--- src/verilog/rcrd_consts.vh ---
// Constants for the radio command register decoder
`ifndef RCRD_CONSTS_VH
`define RCRD_CONSTS_VH
// ==========================================
// Power-on defaults of the command registers
`define RCRD_CFG_RST 16'h8008
`define RCRD_PWR_RST 16'h8208
`define RCRD_FREQ_RST 16'ha680
`define RCRD_RATE_RST 16'hc623
`define RCRD_RXC_RST 16'h9080
`define RCRD_FILT_RST 16'hc22c
`define RCRD_FIFO_RST 16'hca80
// ==========================================
// Command codes in the leading bits
`define RCRD_OP_CFG 8'h80
`define RCRD_OP_PWR 8'h82
`define RCRD_OP_FREQ 4'ha
`define RCRD_OP_RATE 8'hc6
`define RCRD_OP_RXC 5'h12
`define RCRD_OP_FILT 8'hc2
`define RCRD_OP_FIFO 8'hca
`define RCRD_OP_FRD 8'hb0
// ==========================================
// Serial framing
`define RCRD_CMD_BITS 5'h10
`define RCRD_RD_START 5'h08
// ==========================================
// Frequency word limits, 96 and 3903
`define RCRD_FREQ_MIN 12'h060
`define RCRD_FREQ_MAX 12'hf3f
// ==========================================
// Synchronous pattern
`define RCRD_SYNC 16'h2dd4
// ==========================================
// Field positions
`define RCRD_B_TXREG 7
`define RCRD_B_FIFOMODE 6
`define RCRD_B_ER 7
`define RCRD_B_EBB 6
`define RCRD_B_ET 5
`define RCRD_B_ES 4
`define RCRD_B_EX 3
`define RCRD_B_EB 2
`define RCRD_B_EW 1
`define RCRD_B_DC 0
`define RCRD_B_PIN20 10
`define RCRD_B_AUTOLOCK 7
`define RCRD_B_LOCKSPD 6
`define RCRD_B_ANALOG 4
`define RCRD_B_FILLSTART 2
`define RCRD_B_FILL 1
`define RCRD_B_SENSRST 0
// ==========================================
// RSSI threshold: base -103 dBm, 6 dB step, LNA gains
`define RCRD_RSSI_BASE 8'h99
`define RCRD_RSSI_STEP 8'h06
`define RCRD_GAIN_0 8'h00
`define RCRD_GAIN_1 8'hfa
`define RCRD_GAIN_2 8'hf2
`define RCRD_GAIN_3 8'hec
`endif

--- src/verilog/rcrd_decoder.v ---
// Serial command decoder and configuration registers for the transceiver
`timescale 1ns/1ps
`include "rcrd_consts.vh"
// ==========================================
module rcrd_decoder #(
  parameter BUF_DW = 8,
  parameter BUF_AW = 1
) (
  // Clock and reset
  input wire mclk,
  input wire reset_n,
  // Serial control interface
  input wire sck,
  input wire sdi,
  input wire chip_sel_n,
  output reg sdo_q,
  // Demodulated receive bits
  input wire rx_bit_in,
  input wire rx_bit_valid,
  output reg rx_bit_ready_q,
  input wire cr_locked,
  input wire vdi_in,
  // Direct data pins when FIFO mode is off
  output reg rx_data_out_q,
  output reg rx_bit_clk_q,
  // Shared interrupt input or flag output pin
  input wire pin20_in,
  output reg pin20_out_q,
  output reg pin20_oe_q,
  output reg ext_int_evt_q,
  // FIFO level interrupt
  output reg fifo_it_q,
  // Configuration fields
  output wire tx_reg_enable,
  output wire fifo_mode_on,
  output wire [1:0] band_sel,
  output wire [3:0] xtal_cap_sel,
  // Power enables
  output reg rf_front_en_q,
  output reg baseband_en_q,
  output reg synth_en_q,
  output reg osc_en_q,
  output reg pa_en_q,
  output reg tx_start_q,
  output reg lowbatt_det_on_q,
  output reg wake_timer_on_q,
  output reg clkout_en_q,
  // Frequency
  output wire [11:0] freq_word,
  output reg [1:0] synth_c1_q,
  output reg [5:0] synth_c2_q,
  // Data rate
  output wire [6:0] rate_div,
  output wire rate_prescale_sel,
  // Receiver control
  output wire [1:0] vdi_resp_sel,
  output wire [2:0] bb_bw_sel,
  output wire [1:0] lna_gain_sel,
  output wire [2:0] rssi_thr_sel,
  output reg [7:0] rssi_eff_thr_q,
  // Data filter
  output reg cr_enable_q,
  output reg cr_fast_q,
  output wire analog_filter_sel,
  output wire [2:0] quality_detect_thr,
  // Reset mode
  output wire sensitive_reset_off
);

  // Fill states
  localparam ST_IDLE = 3'b001;
  localparam ST_HUNT = 3'b010;
  localparam ST_FILL = 3'b100;
  localparam BUF_DEPTH = 1 << BUF_AW;

  reg [15:0] cfg_q, pwr_q, freq_q, rate_q, rxc_q, filt_q, fifo_q;
  reg [1:0] sck_sync_q, sdi_sync_q, cs_sync_q, p20_sync_q;
  reg sck_d_q, p20_d_q;
  reg [4:0] bit_cnt_q;
  reg [14:0] shift_q;
  reg [7:0] rd_shift_q;
  reg rd_act_q;
  reg [2:0] state_q;
  reg [15:0] pat_q;
  reg [7:0] asm_q;
  reg [2:0] asm_cnt_q;
  reg [BUF_DW-1:0] buf_mem [0:BUF_DEPTH-1];
  reg [BUF_AW-1:0] wr_ptr_q, rd_ptr_q;
  reg [BUF_AW:0] buf_cnt_q;

  wire sck_s = sck_sync_q[1];
  wire sdi_s = sdi_sync_q[1];
  wire cs_n_s = cs_sync_q[1];
  wire p20_s = p20_sync_q[1];
  wire sck_rise = sck_s & ~sck_d_q;
  wire sck_fall = ~sck_s & sck_d_q;
  wire [15:0] word = {shift_q, sdi_s};
  wire word_done = sck_rise & ~cs_n_s & (bit_cnt_q == `RCRD_CMD_BITS - 5'h01);
  wire fifo_active = cfg_q[`RCRD_B_FIFOMODE] & ~filt_q[`RCRD_B_ANALOG];
  wire fill_on = fifo_q[`RCRD_B_FILL] & fifo_active;
  wire rx_take = rx_bit_valid & rx_bit_ready_q;
  wire buf_full = (buf_cnt_q == BUF_DEPTH[BUF_AW:0]);
  wire buf_empty = (buf_cnt_q == {(BUF_AW+1){1'b0}});
  wire rd_start = sck_rise & ~cs_n_s & (bit_cnt_q == `RCRD_RD_START - 5'h01) &&
    ({shift_q[6:0], sdi_s} == `RCRD_OP_FRD);
  wire buf_pop = rd_start & ~buf_empty;
  wire buf_push = (state_q == ST_FILL) & rx_take & (asm_cnt_q == 3'h7);
  wire [15:0] pat_next = {pat_q[14:0], rx_bit_in};
  wire [11:0] freq_new = word[11:0];

  // Field views of the command registers
  assign tx_reg_enable = cfg_q[`RCRD_B_TXREG];
  assign fifo_mode_on = cfg_q[`RCRD_B_FIFOMODE];
  assign band_sel = cfg_q[5:4];
  assign xtal_cap_sel = cfg_q[3:0];
  assign freq_word = freq_q[11:0];
  assign rate_div = rate_q[6:0];
  assign rate_prescale_sel = rate_q[7];
  assign vdi_resp_sel = rxc_q[9:8];
  assign bb_bw_sel = rxc_q[7:5];
  assign lna_gain_sel = rxc_q[4:3];
  assign rssi_thr_sel = rxc_q[2:0];
  assign analog_filter_sel = filt_q[`RCRD_B_ANALOG];
  assign quality_detect_thr = filt_q[2:0];
  assign sensitive_reset_off = fifo_q[`RCRD_B_SENSRST];

  // ==========================================
  // Pin synchronisers
  always @(posedge mclk or negedge reset_n) begin
    if (!reset_n) begin
      sck_sync_q <= 2'h0;
      sdi_sync_q <= 2'h0;
      cs_sync_q <= 2'h3;
      p20_sync_q <= 2'h3;
      sck_d_q <= 1'b0;
      p20_d_q <= 1'b1;
    end else begin
      sck_sync_q <= {sck_sync_q[0], sck};
      sdi_sync_q <= {sdi_sync_q[0], sdi};
      cs_sync_q <= {cs_sync_q[0], chip_sel_n};
      p20_sync_q <= {p20_sync_q[0], pin20_in};
      sck_d_q <= sck_s;
      p20_d_q <= p20_s;
    end
  end

  // ==========================================
  // Serial shifter and FIFO read output
  always @(posedge mclk or negedge reset_n) begin
    if (!reset_n) begin
      bit_cnt_q <= 5'h00;
      shift_q <= 15'h0000;
      rd_shift_q <= 8'h00;
      rd_act_q <= 1'b0;
      sdo_q <= 1'b0;
    end else if (cs_n_s) begin
      bit_cnt_q <= 5'h00;
      rd_act_q <= 1'b0;
      sdo_q <= 1'b0;
    end else begin
      if (sck_rise && bit_cnt_q != `RCRD_CMD_BITS) begin
        shift_q <= word[14:0];
        bit_cnt_q <= bit_cnt_q + 5'h01;
      end
      if (rd_start) begin
        rd_shift_q <= buf_empty ? 8'h00 : buf_mem[rd_ptr_q];
        rd_act_q <= 1'b1;
      end else if (sck_fall && rd_act_q) begin
        sdo_q <= rd_shift_q[7];
        rd_shift_q <= {rd_shift_q[6:0], 1'b0};
      end
      if (word_done) begin
        rd_act_q <= 1'b0;
      end
    end
  end

  // ==========================================
  // Command decode into registers
  always @(posedge mclk or negedge reset_n) begin
    if (!reset_n) begin
      cfg_q <= `RCRD_CFG_RST;
      pwr_q <= `RCRD_PWR_RST;
      freq_q <= `RCRD_FREQ_RST;
      rate_q <= `RCRD_RATE_RST;
      rxc_q <= `RCRD_RXC_RST;
      filt_q <= `RCRD_FILT_RST;
      fifo_q <= `RCRD_FIFO_RST;
    end else if (word_done) begin
      if (word[15:8] == `RCRD_OP_CFG) begin
        cfg_q <= word;
      end else if (word[15:8] == `RCRD_OP_PWR) begin
        pwr_q <= word;
      end else if (word[15:12] == `RCRD_OP_FREQ) begin
        if (freq_new >= `RCRD_FREQ_MIN && freq_new <= `RCRD_FREQ_MAX) begin
          freq_q <= word;
        end
      end else if (word[15:8] == `RCRD_OP_RATE) begin
        rate_q <= word;
      end else if (word[15:11] == `RCRD_OP_RXC) begin
        rxc_q <= word;
      end else if (word[15:8] == `RCRD_OP_FILT) begin
        filt_q <= word;
      end else if (word[15:8] == `RCRD_OP_FIFO) begin
        fifo_q <= word;
      end
    end
  end

  // ==========================================
  // Derived power, synthesizer and threshold outputs
  always @(posedge mclk or negedge reset_n) begin
    if (!reset_n) begin
      rf_front_en_q <= 1'b0;
      baseband_en_q <= 1'b0;
      synth_en_q <= 1'b0;
      osc_en_q <= 1'b0;
      pa_en_q <= 1'b0;
      tx_start_q <= 1'b0;
      lowbatt_det_on_q <= 1'b0;
      wake_timer_on_q <= 1'b0;
      clkout_en_q <= 1'b1;
      synth_c1_q <= 2'h1;
      synth_c2_q <= 6'h1f;
      rssi_eff_thr_q <= `RCRD_RSSI_BASE;
      cr_enable_q <= 1'b1;
      cr_fast_q <= 1'b0;
    end else begin
      rf_front_en_q <= pwr_q[`RCRD_B_ER];
      baseband_en_q <= pwr_q[`RCRD_B_ER] | pwr_q[`RCRD_B_EBB];
      synth_en_q <= pwr_q[`RCRD_B_ER] | pwr_q[`RCRD_B_ET] | pwr_q[`RCRD_B_ES];
      osc_en_q <= pwr_q[`RCRD_B_ER] | pwr_q[`RCRD_B_ET] | pwr_q[`RCRD_B_ES] | pwr_q[`RCRD_B_EX];
      pa_en_q <= pwr_q[`RCRD_B_ET];
      tx_start_q <= pwr_q[`RCRD_B_ET] & cfg_q[`RCRD_B_TXREG];
      lowbatt_det_on_q <= pwr_q[`RCRD_B_EB];
      wake_timer_on_q <= pwr_q[`RCRD_B_EW];
      clkout_en_q <= ~pwr_q[`RCRD_B_DC];
      // Band constants
      case (cfg_q[5:4])
        2'h0: begin
          synth_c1_q <= 2'h1;
          synth_c2_q <= 6'h1f;
        end
        2'h1: begin
          synth_c1_q <= 2'h1;
          synth_c2_q <= 6'h2b;
        end
        2'h2: begin
          synth_c1_q <= 2'h2;
          synth_c2_q <= 6'h2b;
        end
        default: begin
          synth_c1_q <= 2'h3;
          synth_c2_q <= 6'h1e;
        end
      endcase
      // Threshold plus LNA gain, signed dBm
      case (rxc_q[4:3])
        2'h0: rssi_eff_thr_q <= `RCRD_RSSI_BASE + `RCRD_RSSI_STEP * {5'h00, rxc_q[2:0]} + `RCRD_GAIN_0;
        2'h1: rssi_eff_thr_q <= `RCRD_RSSI_BASE + `RCRD_RSSI_STEP * {5'h00, rxc_q[2:0]} + `RCRD_GAIN_1;
        2'h2: rssi_eff_thr_q <= `RCRD_RSSI_BASE + `RCRD_RSSI_STEP * {5'h00, rxc_q[2:0]} + `RCRD_GAIN_2;
        default: rssi_eff_thr_q <= `RCRD_RSSI_BASE + `RCRD_RSSI_STEP * {5'h00, rxc_q[2:0]} + `RCRD_GAIN_3;
      endcase
      cr_enable_q <= ~filt_q[`RCRD_B_ANALOG];
      // Auto-lock runs fast until locked, then slow
      if (filt_q[`RCRD_B_AUTOLOCK]) begin
        cr_fast_q <= ~cr_locked;
      end else begin
        cr_fast_q <= filt_q[`RCRD_B_LOCKSPD];
      end
    end
  end

  // ==========================================
  // Shared pin and direct data output
  always @(posedge mclk or negedge reset_n) begin
    if (!reset_n) begin
      pin20_out_q <= 1'b0;
      pin20_oe_q <= 1'b0;
      ext_int_evt_q <= 1'b0;
      rx_data_out_q <= 1'b0;
      rx_bit_clk_q <= 1'b0;
    end else begin
      pin20_oe_q <= rxc_q[`RCRD_B_PIN20];
      pin20_out_q <= rxc_q[`RCRD_B_PIN20] & (vdi_in | (rxc_q[9:8] == 2'h3));
      ext_int_evt_q <= ~rxc_q[`RCRD_B_PIN20] & p20_d_q & ~p20_s;
      rx_bit_clk_q <= ~cfg_q[`RCRD_B_FIFOMODE] & rx_take;
      if (~cfg_q[`RCRD_B_FIFOMODE] & rx_take) begin
        rx_data_out_q <= rx_bit_in;
      end
    end
  end

  // ==========================================
  // Pattern hunt and FIFO fill
  always @(posedge mclk or negedge reset_n) begin
    if (!reset_n) begin
      state_q <= ST_IDLE;
      pat_q <= 16'h0000;
      asm_q <= 8'h00;
      asm_cnt_q <= 3'h0;
    end else begin
      case (state_q)
        ST_IDLE: begin
          pat_q <= 16'h0000;
          asm_cnt_q <= 3'h0;
          if (fill_on) begin
            state_q <= fifo_q[`RCRD_B_FILLSTART] ? ST_FILL : ST_HUNT;
          end
        end
        ST_HUNT: begin
          if (!fill_on) begin
            state_q <= ST_IDLE;
          end else if (rx_take) begin
            pat_q <= pat_next;
            if (pat_next == `RCRD_SYNC) begin
              state_q <= ST_FILL;
            end
          end
        end
        ST_FILL: begin
          if (!fill_on) begin
            state_q <= ST_IDLE;
          end else if (rx_take) begin
            asm_q <= {asm_q[6:0], rx_bit_in};
            asm_cnt_q <= asm_cnt_q + 3'h1;
          end
        end
        default: state_q <= ST_IDLE;
      endcase
    end
  end

  // ==========================================
  // Two-entry byte buffer toward the host
  always @(posedge mclk) begin
    if (buf_push) begin
      buf_mem[wr_ptr_q] <= {asm_q[6:0], rx_bit_in};
    end
  end

  // Buffer pointers, ready and level interrupt
  always @(posedge mclk or negedge reset_n) begin
    if (!reset_n) begin
      wr_ptr_q <= {BUF_AW{1'b0}};
      rd_ptr_q <= {BUF_AW{1'b0}};
      buf_cnt_q <= {(BUF_AW+1){1'b0}};
      rx_bit_ready_q <= 1'b1;
      fifo_it_q <= 1'b0;
    end else begin
      if (buf_push) begin
        wr_ptr_q <= wr_ptr_q + 1'b1;
      end
      if (buf_pop) begin
        rd_ptr_q <= rd_ptr_q + 1'b1;
      end
      if (buf_push && !buf_pop) begin
        buf_cnt_q <= buf_cnt_q + 1'b1;
      end else if (buf_pop && !buf_push) begin
        buf_cnt_q <= buf_cnt_q - 1'b1;
      end
      // Stall the source before a byte would meet a full buffer
      rx_bit_ready_q <= ~(((state_q == ST_FILL) && rx_take ? (asm_cnt_q == 3'h6) : (asm_cnt_q == 3'h7)) &&
        ((buf_full && !buf_pop) || (buf_cnt_q == BUF_DEPTH[BUF_AW:0] - 1'b1 && buf_push && !buf_pop)));
      fifo_it_q <= fifo_active && ({buf_cnt_q, 3'h0} + {{BUF_AW{1'b0}}, asm_cnt_q} >= {{(BUF_AW){1'b0}}, fifo_q[7:4]});
    end
  end

endmodule // rcrd_decoder
--- config.mk ---
export PLATFORM = sky130hd
export DESIGN_NAME = rcrd_decoder
export DESIGN_NICKNAME = d
export VERILOG_FILES = /design/src/verilog/rcrd_decoder.v
export VERILOG_INCLUDE_DIRS = /design/src /design/src/verilog
export SDC_FILE = /design/constraint.sdc
export NUM_CORES = 1
export LEC_CHECK = 0
export BUFFER_PORTS_ARGS = -buffer_cell sky130_fd_sc_hd__buf_2
export CAP_MARGIN = 20
export CORE_MARGIN = 2
export CORE_UTILIZATION = 63
export DETAILED_ROUTE_END_ITERATION = 12
export PLACE_DENSITY = 0.86
export SLEW_MARGIN = 25
export SYNTH_ARGS = -nofsm -noshare
export SYNTH_HDL_FRONTEND = slang
export SYNTH_SLANG_ARGS = --single-unit
--- constraint.sdc ---
create_clock -name mclk -period 4.2 [get_ports mclk]
set_input_delay 0.63 -clock mclk [delete_from_list [all_inputs] [get_ports mclk]]
set_output_delay 0.63 -clock mclk [all_outputs]
set_load 0.05 [all_outputs]
==> run metrics <==
area share of the largest cell type after synthesis=0.4366; count of instances resized after the clock tree is built=0; clock tree from TritonCTS=yes; average wire per standard cell=16.97 um; critical path startpoint category=flip-flop; synth unique cells=62; cell area power density=between 400 and 500 nW/um2; routability-driven placement congestion ratio=just under 0.9; Worst path max stage delay=approximately 0.47 ns; number of primary I/O pins=a little under 90; max-cap check violation count=0; iteration count of the initial detailed-routing pass=5; Register Area=between 4000 and 5000 um2; number of DRC violations after detailed-routing iteration 0=330; Final Hold Viols=0; filler instances=around 790; number of diodes=0; cell area after synthesis=between 7000 and 8000 um2; required time reported for the critical path endpoint=~4.5 ns; global routing's busiest layer=met2; pin count of the biggest net entering global routing=108; number of buffers and inverters on the critical path=1; number of flops mapped to enable cells by yosys=16; postcts setup bufs=0; effective utilization at floorplan=0.6463; post-route ant nets=0; Crit Path Category=reg -> reg; Worst path slowest cell=sky130_fd_sc_hd__dfrtp_1; arrival time worst endpoint=~3.1 ns; ys async rst share=0.9101; global-route wire length before repair=roughly 25,000 um; leakage=about 4.3 nW; # nets final=735; post-synth top area cell=sky130_fd_sc_hd__dfrtp_1; row count=40; cell chain of the critical path=ha_1, fa_1, xor2_1, inv_1, ha_1, or3_1, mux2i_1, nand3_1, a32oi_1; GRT met3 Usage=0.06220; final design utilization=0.7320; Mapped Avg Cell Area=around 12 um2; global routing met1 resource utilization=0.3028; number of sinks on the clock net=around 180; placeable core region=about 12,000 um2; Overall Global Routing Usage=0.2420; status=complete, no violations; Hold Crit Class=in -> async; timing-limited maximum frequency=roughly 0.36 GHz; relative area change from synthesis to final layout=13.26%; master cell of the clock root buffer=sky130_fd_sc_hd__clkbuf_16; clock-pin slew of the registers on the worst-case setup and hold paths=roughly 0.060 ns; period utilisation layout=0.6668; Largest delay share family, worst path=adder cells; via count of the first global-routing pass=4,923; worst hold slack=~0.27 ns; maximum resistive drop on vdd=298.7 uV; capturing element type of the critical path=flip-flop; share of cells above drive strength 1=0.3211; placed wire-length estimate after detailed placement=about 10,000 um; Inserted Clock Buffers=17; ranking of synthesized cells by area=sky130_fd_sc_hd__dfrtp_1 (44%), sky130_fd_sc_hd__mux2_2 (9.5%), sky130_fd_sc_hd__dfstp_2 (8.8%); Post-Syn Instances=between 600 and 700; remaining max-slew budget at the tightest pin=0.4647; count of vias placed by the detailed router=slightly below 5k; Die Y-Extent=115.2 um; later-pin clock latency in the skew report=approximately 0.43 ns; leading cell type by number of instances after synthesis=sky130_fd_sc_hd__dfrtp_1; leading register cell type out of synthesis=sky130_fd_sc_hd__dfrtp_1; Yosys warning count=0; measured slew at the worst slew-check pin=~0.80 ns; H-tree level count=4; crit path time final=~2.8 ns; final-layout setup total negative slack=0 ns; Vias per Instance=5.666; number of antenna violations at the first check in global routing=0; I/O Buffers=between 80 and 90; die area=13,280 um2; most instantiated cells after synthesis=sky130_fd_sc_hd__dfrtp_1 (136), sky130_fd_sc_hd__mux2_2 (66), sky130_fd_sc_hd__inv_1 (45); die width=roughly 120 um; Max FO, Critical Path=8; global routing met2 resource utilization=0.4122; RSZ-0062 raised after global routing=false; proportion of synthesized chip area in sequential cells=0.5859; Max Root-Sink Buffers=2; number of flip-flops and latches in the synthesized netlist=about 180; total length of routed wires=14,850 um; cts-stage hold buffer count=0; final setup violating endpoints=0; Final Max Slew Viols=0; multi-input logic area=around 2800 um2; Clock Skews=0.008822 ns; most numerous cell on the critical path=sky130_fd_sc_hd__ha_1; number of remaining DRC errors=0; global route overflow=0
==> cell usage in the layout (no fill, tap or decap), types with 3 or more instances in the layout <==
| cell type | synthesis | layout |
|---|---|---|
| sky130_fd_sc_hd__nand3_1 | 21 | 21 |
| sky130_fd_sc_hd__dfrtp_1 | 136 | 136 |
| sky130_fd_sc_hd__nor2b_1 | 6 | 6 |
| sky130_fd_sc_hd__nand3b_1 | 4 | 4 |
| sky130_fd_sc_hd__buf_4 | 18 | 5 |
| sky130_fd_sc_hd__a21o_1 | 3 | 3 |
| sky130_fd_sc_hd__o21ai_0 | 34 | 34 |
| sky130_fd_sc_hd__xor2_1 | 5 | 5 |
| sky130_fd_sc_hd__mux2i_1 | 12 | 12 |
| sky130_fd_sc_hd__inv_6 | 0 | 3 |
| sky130_fd_sc_hd__nand2b_1 | 8 | 8 |
| sky130_fd_sc_hd__bufinv_16 | 0 | 4 |
| sky130_fd_sc_hd__clkbuf_16 | 0 | 17 |
| sky130_fd_sc_hd__or4_1 | 3 | 3 |
| sky130_fd_sc_hd__inv_1 | 45 | 45 |
| sky130_fd_sc_hd__ha_1 | 29 | 29 |
| sky130_fd_sc_hd__o22ai_1 | 4 | 4 |
| sky130_fd_sc_hd__nand2_1 | 44 | 44 |
| sky130_fd_sc_hd__and3_1 | 6 | 6 |
| sky130_fd_sc_hd__edfxtp_1 | 16 | 16 |
| sky130_fd_sc_hd__conb_1 | 1 | 3 |
| sky130_fd_sc_hd__dfstp_2 | 26 | 26 |
| sky130_fd_sc_hd__xnor2_1 | 7 | 7 |
| sky130_fd_sc_hd__or2_2 | 4 | 4 |
| sky130_fd_sc_hd__a21oi_1 | 12 | 12 |
| sky130_fd_sc_hd__buf_2 | 7 | 83 |
| sky130_fd_sc_hd__o31ai_1 | 3 | 3 |
| sky130_fd_sc_hd__nor3_1 | 5 | 5 |
| sky130_fd_sc_hd__nand4_1 | 4 | 4 |
| sky130_fd_sc_hd__nor2_1 | 26 | 26 |
| sky130_fd_sc_hd__mux2_2 | 66 | 66 |
| sky130_fd_sc_hd__nor4_1 | 3 | 3 |
| sky130_fd_sc_hd__o22a_1 | 14 | 14 |
| sky130_fd_sc_hd__clkbuf_8 | 0 | 3 |
==> sequential cells by signal, indices dropped and copies added, names as in the netlist, 3 cells and up <==
name	count
asm_q	7
state_q	3
buf_mem	16
shift_q	15
synth_c2_q	3
bit_cnt_q	5
asm_cnt_q	3
filt_q	6
rd_shift_q	8
rssi_eff_thr_q	7
rate_q	8
freq_q	12
pat_q	15
fifo_q	7
pwr_q	8
cfg_q	8
rxc_q	11
==> final cells by class <==
| type | instances | share of cell area |
|---|---|---|
| inverters | 45 | 0.01913 |
| clock buffers | 21 | 0.05215 |
| multi-input cells | 363 | 0.3149 |
| clock inverters | 11 | 0.01984 |
| flip-flops and latches | 178 | 0.5173 |
| repair buffers | 89 | 0.05286 |
| well taps | 168 | 0.02381 |
==> power by group <==
| group | switching [mW] | internal, mW | total, mW | leakage [nW] |
|---|---|---|---|---|
| combinational | 0.0775 | 0.0631 | 0.141 | 1.70 |
| clock | 0.663 | 1.03 | 1.70 | 0.305 |
| sequential | 0.126 | 1.78 | 1.90 | 2.31 |
==> metrics by stage <==
stage / cell area, um2 / power (mW) / instances / setup slack [ns]
floorplan: 7802 / 1.993 / 631 / 1.671
global placement: 8190 / 2.060 / 843 / 1.613
detailed placement: 8190 / 2.075 / 843 / 1.458
CTS: 8826 / 3.757 / 875 / 1.436
global route: 8828 / 3.850 / 875 / 1.274
finish: 8828 / 3.741 / 875 / 1.399
==> worst reg2reg max path: cells and delay by family (launching register included) <==
family | cells | cell delay, ns
AND/OR/NAND/NOR | 2 | 0.54
buffers and inverters | 1 | 0.08
AO/OA/AOI/OAI | 1 | 0.19
multiplexers | 1 | 0.18
flip-flops | 1 | 0.47
XOR/XNOR | 1 | 0.25
adder cells (fa/ha/maj) | 3 | 1.00
==> path summary, 6_finish.rpt <==
kind / from / end / slack [ns] / cells after the start
setup / recovery: rxc_q[1] / rssi_eff_thr_q[6] / 1.40 / 9
hold / removal: reset_n / rssi_eff_thr_q[5] / 0.27 / 1
setup reg to reg: rxc_q[1] / rssi_eff_thr_q[6] / 1.40 / 9
hold reg to reg: cs_sync_q[0] / cs_sync_q[1] / 0.36 / 0
max in group asynchronous: reset_n / fifo_q[7] / 2.95 / 2
min in group mclk: sdi / sdi_sync_q[0] / 0.30 / 1
==> kinds of logic (layout without fill, tap and decap cells) <==
logic type	Yosys count	count (layout)	synth area share
buffers and inverters	90	166	0.05842
flip-flops	178	178	0.5859
AND/OR/NAND/NOR	153	153	0.1071
XOR/XNOR	12	12	0.01348
AO/OA/AOI/OAI	84	84	0.06838
multiplexers	80	80	0.1146
adder cells (fa/ha/maj)	31	31	0.05169
other	1	3	0.0004811
==> layer usage <==
layer | share of wire | vias to the layer above | routed length, um
li1 | - | 2275 | -
met1 | 0.42 | 2501 | 6181
met2 | 0.52 | 157 | 7709
met3 | 0.048 | 25 | 712
met4 | 0.016 | 0 | 240
met5 | 0 | - | 0
(Power assumes the default switching activity.)
